[src/hw/trim_pkg.sv]
// Purpose: Shared constants, types and gain table for the gain/offset trim.
// Assumes: Trim registers are 16 bits wide and sit in the low half of a bus word.
// Notes: Register indices are word indices; byte address is four times one.
package trim_pkg;

  // Datapath widths
  localparam int unsigned SAMPLE_W = 14;
  localparam int unsigned OFFSET_W = 10;
  localparam int unsigned GAIN_W = 5;
  localparam int unsigned FACTOR_W = 16;
  localparam int unsigned DIFF_W = 15;
  localparam int unsigned FRAC_BITS = 14;
  localparam int unsigned REG_W = 16;

  // Gain step as a figure in millidecibels (0.2 dB per code)
  localparam int unsigned GAIN_STEP_MDB = 200;

  // Register word indices
  localparam logic [5:0] IDX_CTRL = 6'h03;
  localparam logic [5:0] IDX_C11_ODD = 6'h29;
  localparam logic [5:0] IDX_C11_EVEN = 6'h2A;
  localparam logic [5:0] IDX_C12_ODD = 6'h2B;
  localparam logic [5:0] IDX_STATUS = 6'h30;
  localparam logic [5:0] IDX_COUNT = 6'h31;

  // Field positions inside a trim register
  localparam int unsigned GAIN_MSB = 15;
  localparam int unsigned GAIN_LSB = 11;
  localparam int unsigned RSVD_BIT = 10;
  localparam int unsigned OFFSET_MSB = 9;
  localparam int unsigned OFFSET_LSB = 0;

  // Field positions inside the control register
  localparam int unsigned GAIN_APPLY_BIT = 12;
  localparam int unsigned OFFSET_APPLY_BIT = 8;

  // Values after reset
  localparam logic [15:0] TRIM_RESET = 16'h0000;
  localparam logic [31:0] COUNT_RESET = 32'h0000_0000;
  localparam logic [31:0] WORD_ZERO = 32'h0000_0000;

  // Arithmetic constants, gain factor is unsigned Q2.14
  localparam logic [15:0] UNITY_FACTOR = 16'h4000;
  localparam logic signed [31:0] ROUND_HALF = 32'sh0000_2000;
  localparam logic signed [31:0] SAT_MAX = 32'sh0000_1FFF;
  localparam logic signed [31:0] SAT_MIN = 32'shFFFF_E000;
  localparam logic [13:0] SAT_MAX_CODE = 14'h1FFF;
  localparam logic [13:0] SAT_MIN_CODE = 14'h2000;

  typedef logic [SAMPLE_W-1:0] sample_t;
  typedef logic [REG_W-1:0] trim_word_t;

  // Linear factor 10^(code*0.2/20) in Q2.14, rounded to nearest
  function automatic logic [15:0] gain_factor(input logic [4:0] code);
    logic [15:0] f;
    f = UNITY_FACTOR;
    case (code)
      5'h00: f = 16'h4000;
      5'h01: f = 16'h417E;
      5'h02: f = 16'h4304;
      5'h03: f = 16'h4494;
      5'h04: f = 16'h462D;
      5'h05: f = 16'h47CF;
      5'h06: f = 16'h497B;
      5'h07: f = 16'h4B32;
      5'h08: f = 16'h4CF2;
      5'h09: f = 16'h4EBD;
      5'h0A: f = 16'h5092;
      5'h0B: f = 16'h5273;
      5'h0C: f = 16'h545E;
      5'h0D: f = 16'h5655;
      5'h0E: f = 16'h5858;
      5'h0F: f = 16'h5A67;
      5'h10: f = 16'h5C82;
      5'h11: f = 16'h5EAA;
      5'h12: f = 16'h60DE;
      5'h13: f = 16'h6320;
      5'h14: f = 16'h656F;
      5'h15: f = 16'h67CC;
      5'h16: f = 16'h6A37;
      5'h17: f = 16'h6CB0;
      5'h18: f = 16'h6F38;
      5'h19: f = 16'h71CF;
      5'h1A: f = 16'h7476;
      5'h1B: f = 16'h772C;
      5'h1C: f = 16'h79F3;
      5'h1D: f = 16'h7CCA;
      5'h1E: f = 16'h7FB2;
      5'h1F: f = 16'h82AC;
      default: f = UNITY_FACTOR;
    endcase
    return f;
  endfunction

endpackage

[src/hw/trim_cfg_if.sv]
// Purpose: Carries one converter's trim settings from registers to its lane.
// Assumes: Settings are static while samples flow, or changes may split.
// Notes: The register side drives, the lane side only reads.
`timescale 1ns/10ps
`default_nettype none
interface trim_cfg_if;
  logic [4:0] odd_gain;
  logic [4:0] even_gain;
  logic [9:0] odd_offset;
  logic [9:0] even_offset;
  logic gain_apply;
  logic offset_apply;

  modport regs (
    output odd_gain, even_gain, odd_offset, even_offset,
    output gain_apply, offset_apply
  );
  modport lane (
    input odd_gain, even_gain, odd_offset, even_offset,
    input gain_apply, offset_apply
  );
endinterface
`default_nettype wire

[src/hw/sample_trim_lane.sv]
// Purpose: Offset subtraction then digital gain for one converter stream.
// Assumes: Samples are 14-bit two's complement, lower resolutions MSB-aligned.
// Notes: Two cycles from input to output; result saturates to 14 bits.
`timescale 1ns/10ps
`default_nettype none
module sample_trim_lane import trim_pkg::*; (
  input wire logic clk_i,
  input wire logic rst_i,
  trim_cfg_if.lane cfg,
  input wire logic valid_i,
  input wire logic odd_i,
  input wire logic [SAMPLE_W-1:0] sample_i,
  output logic valid_o,
  output logic odd_o,
  output logic [SAMPLE_W-1:0] sample_o
);

  logic s1_valid_q, s1_valid_d;
  logic s1_odd_q, s1_odd_d;
  logic signed [DIFF_W-1:0] s1_diff_q, s1_diff_d;
  logic [FACTOR_W-1:0] s1_factor_q, s1_factor_d;
  logic valid_q, valid_d;
  logic odd_q, odd_d;
  logic [SAMPLE_W-1:0] sample_q, sample_d;

  // Stage 1: pick this phase's settings, subtract offset, look up gain
  always_comb begin
    logic [4:0] gain_sel;
    logic [9:0] off_sel;
    logic [DIFF_W-1:0] off_ext;
    gain_sel = odd_i ? cfg.odd_gain : cfg.even_gain;
    off_sel = odd_i ? cfg.odd_offset : cfg.even_offset;
    // Offset LSB weighs one 14-bit LSB whatever the resolution
    off_ext = {{(DIFF_W-OFFSET_W){off_sel[OFFSET_W-1]}}, off_sel};
    if (!cfg.offset_apply) begin
      off_ext = '0;
    end
    s1_diff_d = signed'({sample_i[SAMPLE_W-1], sample_i} - off_ext);
    // Unity factor when gain is off, so one multiplier serves both cases
    s1_factor_d = cfg.gain_apply ? gain_factor(gain_sel) : UNITY_FACTOR;
    s1_valid_d = valid_i;
    s1_odd_d = odd_i;
  end

  // Stage 2: multiply, round to nearest, saturate
  always_comb begin
    logic signed [31:0] diff_w;
    logic signed [31:0] fac_w;
    logic signed [31:0] prod;
    logic signed [31:0] scaled;
    diff_w = 32'(s1_diff_q);
    fac_w = signed'({16'h0000, s1_factor_q});
    prod = diff_w * fac_w;
    scaled = (prod + ROUND_HALF) >>> FRAC_BITS;
    // Gain up to about 2x can overflow a full-scale code, clip it
    if (scaled > SAT_MAX) begin
      sample_d = SAT_MAX_CODE;
    end else if (scaled < SAT_MIN) begin
      sample_d = SAT_MIN_CODE;
    end else begin
      sample_d = scaled[SAMPLE_W-1:0];
    end
    valid_d = s1_valid_q;
    odd_d = s1_odd_q;
  end

  // Pipeline registers
  always_ff @(posedge clk_i) begin
    if (rst_i) begin
      s1_valid_q <= 1'b0;
      s1_odd_q <= 1'b0;
      s1_diff_q <= '0;
      s1_factor_q <= UNITY_FACTOR;
      valid_q <= 1'b0;
      odd_q <= 1'b0;
      sample_q <= '0;
    end else begin
      s1_valid_q <= s1_valid_d;
      s1_odd_q <= s1_odd_d;
      s1_diff_q <= s1_diff_d;
      s1_factor_q <= s1_factor_d;
      valid_q <= valid_d;
      odd_q <= odd_d;
      sample_q <= sample_d;
    end
  end

  assign valid_o = valid_q;
  assign odd_o = odd_q;
  assign sample_o = sample_q;

endmodule
`default_nettype wire

[src/hw/channel_gain_offset_trim.sv]
// Purpose: Gain and offset trim registers for converters 11 and 12.
// Assumes: Classic Wishbone slave, 32-bit data, word-aligned registers.
// Notes: Converter 12 carries odd samples only; its phase input is fixed.
//
// Design decision made here: the Wishbone register port.
`timescale 1ns/10ps
`default_nettype none

module channel_gain_offset_trim import trim_pkg::*; (
  input wire logic clk_i,
  input wire logic rst_i,
  input wire logic wb_cyc_i,
  input wire logic wb_stb_i,
  input wire logic wb_we_i,
  input wire logic [7:0] wb_adr_i,
  input wire logic [3:0] wb_sel_i,
  input wire logic [31:0] wb_dat_i,
  output logic [31:0] wb_dat_o,
  output logic wb_ack_o,
  input wire logic conv11_valid_i,
  input wire logic conv11_odd_i,
  input wire logic [13:0] conv11_sample_i,
  input wire logic conv12_valid_i,
  input wire logic [13:0] conv12_sample_i,
  output logic conv11_valid_o,
  output logic conv11_odd_o,
  output logic [13:0] conv11_sample_o,
  output logic conv12_valid_o,
  output logic [13:0] conv12_sample_o
);

  // Register map, byte address is four times the word index:
  //   0x0C control, bit 12 gain apply and bit 8 offset apply
  //   0xA4 converter 11 odd trim word
  //   0xA8 converter 11 even trim word
  //   0xAC converter 12 odd trim word
  //   0xC0 status, last corrected sample of each lane, read only
  //   0xC4 count of converter 11 outputs, any write clears it
  // A trim word holds the gain code in 15..11 and the offset in 9..0;
  // bit 10 is reserved and bits 31..16 of the bus word read as zero.
  // Unmapped words still answer, so a stray access cannot hang a master.

  // Bus timing for one request:
  //   edge 0: strobe seen with ack low, read word is registered
  //   cycle 1: ack high, read data stands on the bus
  //   edge 1: a write lands, ack falls
  // The ack-low qualifier keeps a strobe held past ack from writing on every edge;
  // such a master gets a second answer, and a second write, two cycles later.

  // Merge a bus write into a 16-bit trim word by byte lane
  // Lane 0 carries offset bits 7..0, lane 1 the gain code and offset 9..8;
  // the other lanes have no storage behind them and are ignored.
  function automatic trim_word_t merge_trim(input trim_word_t old,
                                            input logic [31:0] wdat,
                                            input logic [3:0] sel);
    trim_word_t w;
    w = old;
    if (sel[0]) begin
      w[7:0] = wdat[7:0];
    end
    if (sel[1]) begin
      w[15:8] = wdat[15:8];
    end
    // Reserved bit is never stored, so it always reads back as zero
    w[RSVD_BIT] = 1'b0;
    return w;
  endfunction

  // Word index decode of the byte address
  function automatic logic [5:0] word_index(input logic [7:0] adr);
    return adr[7:2];
  endfunction

  // Place a 16-bit trim word in the low half of a bus word
  function automatic logic [31:0] trim_read(input trim_word_t w);
    return {16'h0000, w};
  endfunction

  // Bus slave state
  logic ack_q, ack_d;
  logic [31:0] rdat_q, rdat_d;

  // Register file state; only the two enables of the control word exist
  // here, so every other control bit reads back as zero
  trim_word_t c11_odd_q, c11_odd_d;
  trim_word_t c11_even_q, c11_even_d;
  trim_word_t c12_odd_q, c12_odd_d;
  logic gain_apply_q, gain_apply_d;
  logic offset_apply_q, offset_apply_d;
  logic [31:0] count_q, count_d;

  // Request decode; the low two address bits are ignored, so any byte
  // address inside a word reaches that word
  logic req;
  logic wr_fire;
  logic [5:0] idx;
  logic count_clr;

  // Lane results, read back through the status word
  // and the counter; they also drive the sample outputs directly
  logic c11_valid;
  logic c11_odd;
  logic [13:0] c11_sample;
  logic c12_valid;
  logic [13:0] c12_sample;

  trim_cfg_if c11_cfg ();
  trim_cfg_if c12_cfg ();

  assign req = wb_cyc_i & wb_stb_i;
  assign idx = word_index(wb_adr_i);
  // Write commits on the edge where the master sees ack high
  assign wr_fire = req & wb_we_i & ack_q;

  // Bus handshake and read data; ack lasts one cycle, then drops
  // Read data is registered at the taking edge, so it stands for the whole
  // ack cycle and stays until the next read or write; a late sample update cannot
  // tear a status word the master is already looking at.
  always_comb begin
    ack_d = req & ~ack_q;
    rdat_d = rdat_q;
    if (req & ~ack_q) begin
      case (idx)
        IDX_CTRL: begin
          rdat_d = WORD_ZERO;
          rdat_d[GAIN_APPLY_BIT] = gain_apply_q;
          rdat_d[OFFSET_APPLY_BIT] = offset_apply_q;
        end
        IDX_C11_ODD: begin
          rdat_d = trim_read(c11_odd_q);
        end
        IDX_C11_EVEN: begin
          rdat_d = trim_read(c11_even_q);
        end
        IDX_C12_ODD: begin
          rdat_d = trim_read(c12_odd_q);
        end
        IDX_STATUS: begin
          rdat_d = {2'b00, c12_sample, 2'b00, c11_sample};
        end
        IDX_COUNT: begin
          rdat_d = count_q;
        end
        default: begin
          // Unmapped addresses still answer, with zero
          rdat_d = WORD_ZERO;
        end
      endcase
    end
  end

  // Reset drops ack mid-transfer; the master must restart after reset
  always_ff @(posedge clk_i) begin
    if (rst_i) begin
      ack_q <= 1'b0;
      rdat_q <= WORD_ZERO;
    end else begin
      ack_q <= ack_d;
      rdat_q <= rdat_d;
    end
  end

  // Register writes; unmapped and read-only words ignore writes
  // Control takes only byte lane 1, where both enables live; a write with
  // only lane 0 set leaves the enables alone.
  always_comb begin
    c11_odd_d = c11_odd_q;
    c11_even_d = c11_even_q;
    c12_odd_d = c12_odd_q;
    gain_apply_d = gain_apply_q;
    offset_apply_d = offset_apply_q;
    if (wr_fire) begin
      case (idx)
        IDX_CTRL: begin
          if (wb_sel_i[1]) begin
            gain_apply_d = wb_dat_i[GAIN_APPLY_BIT];
            offset_apply_d = wb_dat_i[OFFSET_APPLY_BIT];
          end
        end
        IDX_C11_ODD: begin
          c11_odd_d = merge_trim(c11_odd_q, wb_dat_i, wb_sel_i);
        end
        IDX_C11_EVEN: begin
          c11_even_d = merge_trim(c11_even_q, wb_dat_i, wb_sel_i);
        end
        IDX_C12_ODD: begin
          c12_odd_d = merge_trim(c12_odd_q, wb_dat_i, wb_sel_i);
        end
        default: begin
          c11_odd_d = c11_odd_q;
        end
      endcase
    end
  end

  // Reset leaves every lane in plain pass-through: no gain, no offset
  always_ff @(posedge clk_i) begin
    if (rst_i) begin
      c11_odd_q <= TRIM_RESET;
      c11_even_q <= TRIM_RESET;
      c12_odd_q <= TRIM_RESET;
      gain_apply_q <= 1'b0;
      offset_apply_q <= 1'b0;
    end else begin
      c11_odd_q <= c11_odd_d;
      c11_even_q <= c11_even_d;
      c12_odd_q <= c12_odd_d;
      gain_apply_q <= gain_apply_d;
      offset_apply_q <= offset_apply_d;
    end
  end

  // Corrected-sample counter; a new sample beats a same-cycle clear, so
  // no output is lost when software clears while the stream runs.
  // Any write clears it, so software never has to compute a value.
  // The counter wraps after 2^32 outputs; software reads differences.
  assign count_clr = wr_fire & (idx == IDX_COUNT);

  always_comb begin
    count_d = count_q;
    if (count_clr) begin
      count_d = COUNT_RESET;
    end
    if (c11_valid) begin
      count_d = (count_clr ? COUNT_RESET : count_q) + 32'h0000_0001;
    end
  end

  // Counter register
  always_ff @(posedge clk_i) begin
    if (rst_i) begin
      count_q <= COUNT_RESET;
    end else begin
      count_q <= count_d;
    end
  end

  // Converter 11 settings, one word per sample phase
  // Both enables are global: one write to the control word switches
  // gain or offset on for every lane at once.
  assign c11_cfg.odd_gain = c11_odd_q[GAIN_MSB:GAIN_LSB];
  assign c11_cfg.odd_offset = c11_odd_q[OFFSET_MSB:OFFSET_LSB];
  assign c11_cfg.even_gain = c11_even_q[GAIN_MSB:GAIN_LSB];
  assign c11_cfg.even_offset = c11_even_q[OFFSET_MSB:OFFSET_LSB];
  assign c11_cfg.gain_apply = gain_apply_q;
  assign c11_cfg.offset_apply = offset_apply_q;

  // Converter 12 only has odd trim here; even side stays neutral
  // Neutral even settings mean a stray even phase would pass through
  // unchanged rather than borrow the odd trim.
  assign c12_cfg.odd_gain = c12_odd_q[GAIN_MSB:GAIN_LSB];
  assign c12_cfg.odd_offset = c12_odd_q[OFFSET_MSB:OFFSET_LSB];
  assign c12_cfg.even_gain = 5'h00;
  assign c12_cfg.even_offset = 10'h000;
  assign c12_cfg.gain_apply = gain_apply_q;
  assign c12_cfg.offset_apply = offset_apply_q;

  // Converter 11 lane, both phases
  // Each lane samples its settings in the input cycle, so a write landing
  // between an odd and an even sample splits them across settings.
  // Software should change trim only while the stream is idle.
  sample_trim_lane u_lane11 (
    .clk_i(clk_i),
    .rst_i(rst_i),
    .cfg(c11_cfg.lane),
    .valid_i(conv11_valid_i),
    .odd_i(conv11_odd_i),
    .sample_i(conv11_sample_i),
    .valid_o(c11_valid),
    .odd_o(c11_odd),
    .sample_o(c11_sample)
  );

  // Converter 12 lane, phase tied to odd
  // Its phase input is fixed, so only the odd trim word can act on this
  // stream; the lane's phase output is therefore left open.
  sample_trim_lane u_lane12 (
    .clk_i(clk_i),
    .rst_i(rst_i),
    .cfg(c12_cfg.lane),
    .valid_i(conv12_valid_i),
    .odd_i(1'b1),
    .sample_i(conv12_sample_i),
    .valid_o(c12_valid),
    .odd_o(),
    .sample_o(c12_sample)
  );

  // Outputs come from the bus and lane flip-flops
  // No logic sits between those flip-flops and the pins, so output timing
  // is set by the clock-to-out of a register alone.
  assign wb_ack_o = ack_q;
  assign wb_dat_o = rdat_q;
  assign conv11_valid_o = c11_valid;
  assign conv11_odd_o = c11_odd;
  assign conv11_sample_o = c11_sample;
  assign conv12_valid_o = c12_valid;
  assign conv12_sample_o = c12_sample;

endmodule
`default_nettype wire

[config.mk]
export PLATFORM = sky130hd
export DESIGN_NAME = channel_gain_offset_trim
export DESIGN_NICKNAME = d
export VERILOG_FILES = /design/src/hw/trim_pkg.sv /design/src/hw/trim_cfg_if.sv /design/src/hw/sample_trim_lane.sv /design/src/hw/channel_gain_offset_trim.sv
export SDC_FILE = /design/constraint.sdc
export NUM_CORES = 2
export LEC_CHECK = 0
export ABC_CLOCK_PERIOD_IN_PS = 8700
export BUFFER_PORTS_ARGS = -buffer_cell sky130_fd_sc_hd__buf_4
export CORE_ASPECT_RATIO = 1.2
export CORE_MARGIN = 8
export CORE_UTILIZATION = 57
export CTS_BUF_LIST = sky130_fd_sc_hd__clkbuf_4 sky130_fd_sc_hd__clkbuf_8
export DETAILED_ROUTE_END_ITERATION = 12
export GPL_TIMING_DRIVEN = 0
export PLACE_DENSITY = 0.75
export SKIP_LAST_GASP = 1
export SLEW_MARGIN = 30
export SYNTH_ARGS = -nofsm -noshare
export SYNTH_HDL_FRONTEND = slang
export SYNTH_SLANG_ARGS = --single-unit
[constraint.sdc]
create_clock -name clk_i -period 8.7 [get_ports clk_i]
set_clock_uncertainty 0.1 [all_clocks]
set_input_delay 1.74 -clock clk_i [delete_from_list [all_inputs] [get_ports clk_i]]
set_output_delay 1.74 -clock clk_i [all_outputs]
set_load 0.02 [all_outputs]
==> impl_metrics.xml <==
<?xml version="1.0" encoding="UTF-8"?>
<metrics>
  <group name="run_status">
    <metric name="status" unit="">complete, no violations</metric>
  </group>
  <group name="placed_design">
    <metric name="gp_congestion" unit="">0.9575</metric>
    <metric name="port_buffers" unit="">120</metric>
    <metric name="place_hpwl" unit="mm">62.20</metric>
    <metric name="dp_slack" unit="ns">0.9695</metric>
  </group>
  <group name="layout">
    <metric name="combined_area_of_the_multi_input_logic_cells" unit="um2">19140</metric>
    <metric name="syn2layout_area_growth" unit="%">9.338</metric>
    <metric name="finish.net_count" unit="">3770</metric>
    <metric name="fillers" unit="">3811</metric>
    <metric name="seqCellArea" unit="um2">4164</metric>
    <metric name="layout-drive-gt1-share" unit="">0.07777</metric>
  </group>
  <group name="routing">
    <metric name="drt-vias-per-instance" unit="">5.835</metric>
    <metric name="route.vias.total" unit="">21310</metric>
    <metric name="drt_first_pass_iters" unit="">8</metric>
    <metric name="drt_drc_violations_left" unit="">0</metric>
    <metric name="drt_first_iter_violations" unit="">1554</metric>
    <metric name="drt-total-wl" unit="mm">75.28</metric>
    <metric name="detail_routed_net_length_per_standard_cell" unit="um">20.61</metric>
    <metric name="detail-route-antenna-nets" unit="">0</metric>
  </group>
  <group name="clocking">
    <metric name="tritoncts" unit="">built</metric>
    <metric name="clockBufferDepth" unit="">3</metric>
    <metric name="cts.sink_count" unit="">208</metric>
    <metric name="cts_htree_levels" unit="">2</metric>
    <metric name="numCtsBuffers" unit="">34</metric>
    <metric name="cts_root_buffer" unit="">sky130_fd_sc_hd__clkbuf_8</metric>
    <metric name="number_of_post_cts_setup_repair_buffers" unit="">0</metric>
    <metric name="clock_insertion_delay_worst_skew" unit="ns">0.56</metric>
    <metric name="post_cts_hold_buffer_count" unit="">0</metric>
    <metric name="ctsResizeCount" unit="">0</metric>
    <metric name="cts.reportedPaths.clkPinSlew" unit="ns">0.06</metric>
  </group>
  <group name="critical_path">
    <metric name="endpoint_kind" unit="">flop</metric>
    <metric name="crit_required" unit="ns">8.99</metric>
    <metric name="crit_path_start" unit="">u_lane12.s1_diff_q[1]</metric>
    <metric name="timing_worst_setup_path_type" unit="">flop to flop</metric>
    <metric name="type_of_origin_of_the_critical_path" unit="">flop</metric>
    <metric name="worst-endpoint-arrival" unit="ns">8.14</metric>
    <metric name="worstReg2RegStart" unit="">u_lane12.s1_diff_q[1]</metric>
    <metric name="crit_fanout" unit="">10</metric>
  </group>
  <group name="sta">
    <metric name="final-hold-violation-count" unit="">0</metric>
    <metric name="setup-tns-final" unit="ns">0</metric>
    <metric name="clock.fmax" unit="MHz">127.5</metric>
    <metric name="maxSlewViolCount" unit="">0</metric>
    <metric name="tightestPinTransition" unit="ns">1.003</metric>
    <metric name="timing.slew.headroom" unit="">0.3312</metric>
    <metric name="grt_setup_unrepaired" unit="">false</metric>
    <metric name="finalCriticalPeriod" unit="ns">7.842</metric>
    <metric name="final_critical_path_setup_slack" unit="ns">0.8578</metric>
    <metric name="timing.final.setup_violations" unit="">0</metric>
    <metric name="period_share" unit="">0.9014</metric>
  </group>
  <group name="power">
    <metric name="lkg_pwr" unit="nW">13.89</metric>
    <metric name="max-vdd-ir-drop" unit="mV">0.1486</metric>
    <metric name="power-per-cell-area" unit="nW/um2">91.22</metric>
  </group>
  <group name="grt">
    <metric name="grt_antenna_before_repair" unit="">0</metric>
    <metric name="first_global_vias" unit="">22800</metric>
    <metric name="grt-ovfl-total" unit="">0</metric>
    <metric name="grt_start_max_net_pins" unit="">12</metric>
    <metric name="global_route.usage.total" unit="">0.2943</metric>
    <metric name="grt_pass1_wl" unit="mm">121.4</metric>
  </group>
  <group name="die">
    <metric name="initial_utilization" unit="">0.5734</metric>
    <metric name="die_h" unit="um">247.9</metric>
    <metric name="design.core.area" unit="um2">44560</metric>
    <metric name="placement_rows" unit="">85</metric>
    <metric name="dieArea" unit="um2">51890</metric>
    <metric name="floorplan.io_pins" unit="">144</metric>
    <metric name="die_width" unit="um">209.3</metric>
  </group>
  <group name="yosys">
    <metric name="synth.ff_latch_count" unit="">208</metric>
    <metric name="post_synth_instance_area" unit="um2">25550</metric>
    <metric name="synth.yosys.seq_area_share" unit="">0.1630</metric>
    <metric name="syn-instance-count" unit="">2905</metric>
    <metric name="synth_top_cells_by_area" unit="">sky130_fd_sc_hd__fa_1, sky130_fd_sc_hd__dfxtp_1, sky130_fd_sc_hd__ha_1, sky130_fd_sc_hd__inv_1, sky130_fd_sc_hd__nand2_1</metric>
    <metric name="mean_instance_size_in_the_synthesized_netlist" unit="um2">8.796</metric>
    <metric name="yosys_warnings" unit="">0</metric>
    <metric name="synth-edff-count" unit="">0</metric>
    <metric name="dominant_cell_type_by_area_after_synthesis" unit="">sky130_fd_sc_hd__fa_1</metric>
    <metric name="yosysTopAreaCellShare" unit="">0.2852</metric>
    <metric name="synth_ff_type" unit="">sky130_fd_sc_hd__dfxtp_1</metric>
    <metric name="asyncSetResetFlopFracSynth" unit="">0</metric>
    <metric name="synth.distinct_cells" unit="">82</metric>
    <metric name="mappedNetlistNets" unit="">3614</metric>
  </group>
  <group name="run">
    <metric name="maxCapViolations" unit="">0</metric>
  </group>
  <group name="min_path">
    <metric name="holdCritPathClass" unit="">flop to flop</metric>
    <metric name="hold_start" unit="">u_lane11.odd_d</metric>
  </group>
</metrics>
-- area by class of cell --
type                       count  share of cell area
sequential                   208              0.1490
timing repair buffer         120             0.03224
tap                          565             0.02530
inverter                     460             0.06180
multi-input combinational   2103              0.6852
clock inverter                 9            0.003538
antenna                        1          0.00008957
clock buffer                  52             0.02405
buffer                       134             0.01872
-- registers in the layout, summed over array words and instances (netlist names), 14 cells and up --
| name | cells |
|---|---|
| u_lane11.sample_o | 14 |
| wb_dat_o | 32 |
| count_q | 32 |
| u_lane11.s1_diff_q | 15 |
| u_lane11.s1_factor_q | 16 |
| u_lane12.sample_o | 14 |
| c12_odd_q | 15 |
| c11_even_q | 15 |
| u_lane12.s1_diff_q | 15 |
| c11_odd_q | 15 |
| u_lane12.s1_factor_q | 16 |
-- kinds of logic after synthesis --
kind of cell,share of synthesized area
buffers and inverters,0.08804
flip-flops,0.1630
adder cells (fa/ha/maj),0.4149
AO/OA/AOI/OAI,0.09342
multiplexers,0.03403
XOR/XNOR,0.02463
AND/OR/NAND/NOR,0.1820
-- worst paths after layout --
| path | end | slack, ns | cells after the start |
|---|---|---|---|
| worst max-delay path | u_lane12.sample_o[6] | 0.86 | 25 |
| worst min-delay path | u_lane11.odd_o | 0.34 | 1 |
| worst min register to register | u_lane11.odd_o | 0.34 | 1 |
| worst max register to register | u_lane12.sample_o[6] | 0.86 | 25 |
-- stage by stage --
stage | util | hold slack (ns) | cell area (um2) | std cells | total power (W)
floorplan | - | 0.3138 | 25550 | 2905 | 0.001367
global placement | 0.6095 | 0.3189 | 27160 | 3590 | 0.001587
detailed placement | 0.6095 | 0.3305 | 27160 | 3590 | 0.001599
CTS | 0.6268 | 0.3445 | 27930 | 3651 | 0.002552
global route | 0.6269 | 0.3621 | 27940 | 3651 | 0.002647
finish | 0.6270 | 0.3386 | 27940 | 3652 | 0.002549
-- Yosys cell counts, types with 9 or more instances --
master / count
sky130_fd_sc_hd__o211ai_1: 14
sky130_fd_sc_hd__dfxtp_1: 208
sky130_fd_sc_hd__mux2_2: 31
sky130_fd_sc_hd__a222oi_1: 13
sky130_fd_sc_hd__and2_1: 203
sky130_fd_sc_hd__clkbuf_1: 122
sky130_fd_sc_hd__nor2_1: 223
sky130_fd_sc_hd__nor2b_1: 23
sky130_fd_sc_hd__a221oi_1: 20
sky130_fd_sc_hd__a211oi_1: 29
sky130_fd_sc_hd__mux2i_1: 52
sky130_fd_sc_hd__xor2_1: 28
sky130_fd_sc_hd__and3_1: 9
sky130_fd_sc_hd__fa_1: 364
sky130_fd_sc_hd__a21oi_1: 88
sky130_fd_sc_hd__ha_1: 265
sky130_fd_sc_hd__a311oi_1: 9
sky130_fd_sc_hd__nand4_1: 10
sky130_fd_sc_hd__xnor2_1: 42
sky130_fd_sc_hd__a21boi_0: 10
sky130_fd_sc_hd__inv_1: 458
sky130_fd_sc_hd__o21a_1: 27
sky130_fd_sc_hd__nand2_1: 365
sky130_fd_sc_hd__a21o_1: 17
sky130_fd_sc_hd__nor3_1: 50
sky130_fd_sc_hd__nand3_1: 21
sky130_fd_sc_hd__o21ai_0: 54
sky130_fd_sc_hd__a22o_1: 16
sky130_fd_sc_hd__nand2b_1: 25
-- placed cells by master, fill, tap and decap left out, types with 17 or more instances in the layout --
master	netlist	routed
sky130_fd_sc_hd__a211oi_1	29	29
sky130_fd_sc_hd__a21o_1	17	17
sky130_fd_sc_hd__a21oi_1	88	88
sky130_fd_sc_hd__a221oi_1	20	20
sky130_fd_sc_hd__and2_1	203	203
sky130_fd_sc_hd__buf_4	3	123
sky130_fd_sc_hd__clkbuf_1	122	122
sky130_fd_sc_hd__clkbuf_8	0	45
sky130_fd_sc_hd__dfxtp_1	208	208
sky130_fd_sc_hd__fa_1	364	364
sky130_fd_sc_hd__ha_1	265	265
sky130_fd_sc_hd__inv_1	458	458
sky130_fd_sc_hd__mux2_2	31	31
sky130_fd_sc_hd__mux2i_1	52	52
sky130_fd_sc_hd__nand2_1	365	365
sky130_fd_sc_hd__nand2b_1	25	25
sky130_fd_sc_hd__nand3_1	21	21
sky130_fd_sc_hd__nor2_1	223	223
sky130_fd_sc_hd__nor2b_1	23	23
sky130_fd_sc_hd__nor3_1	50	49
sky130_fd_sc_hd__o21a_1	27	27
sky130_fd_sc_hd__o21ai_0	54	54
sky130_fd_sc_hd__xnor2_1	42	42
sky130_fd_sc_hd__xor2_1	28	28
-- where the power goes --
group	total, W	internal [W]	switching, W
logic	0.000525	0.000206	0.000319
clock network	0.000959	0.000533	0.000426
registers	0.00106	0.000992	0.0000725
total	0.00255	0.00173	0.000817
-- critical path: stages (launching register included) --
cell                       delay [ns]
sky130_fd_sc_hd__dfxtp_1         0.65
sky130_fd_sc_hd__clkbuf_1        0.51
sky130_fd_sc_hd__nand2_1         0.15
sky130_fd_sc_hd__fa_1            0.53
sky130_fd_sc_hd__fa_1            0.56
sky130_fd_sc_hd__inv_1           0.06
sky130_fd_sc_hd__fa_1            0.51
sky130_fd_sc_hd__inv_1           0.06
sky130_fd_sc_hd__fa_1            0.54
sky130_fd_sc_hd__inv_1           0.05
sky130_fd_sc_hd__fa_1            0.48
sky130_fd_sc_hd__inv_1           0.06
sky130_fd_sc_hd__fa_1            0.48
sky130_fd_sc_hd__inv_1           0.04
sky130_fd_sc_hd__ha_1            0.30
sky130_fd_sc_hd__and4_1          0.22
sky130_fd_sc_hd__nand2_1         0.06
sky130_fd_sc_hd__o211ai_1        0.41
sky130_fd_sc_hd__a22o_1          0.34
sky130_fd_sc_hd__a21bo_1         0.19
sky130_fd_sc_hd__a21o_1          0.15
sky130_fd_sc_hd__a21oi_1         0.10
sky130_fd_sc_hd__xnor2_1         0.42
sky130_fd_sc_hd__nor2_1          0.24
sky130_fd_sc_hd__buf_4           0.23
sky130_fd_sc_hd__o21a_1          0.23
-- layer usage --
layer	vias to the layer above	part of all wire	global-route usage
met2	957	0.48	0.5073
li1	9571	-	-
met4	0	0.061	0.1587
met5	-	0	0
met1	10520	0.39	0.3550
met3	256	0.067	0.04029
Power figures use the tool's default switching activity.
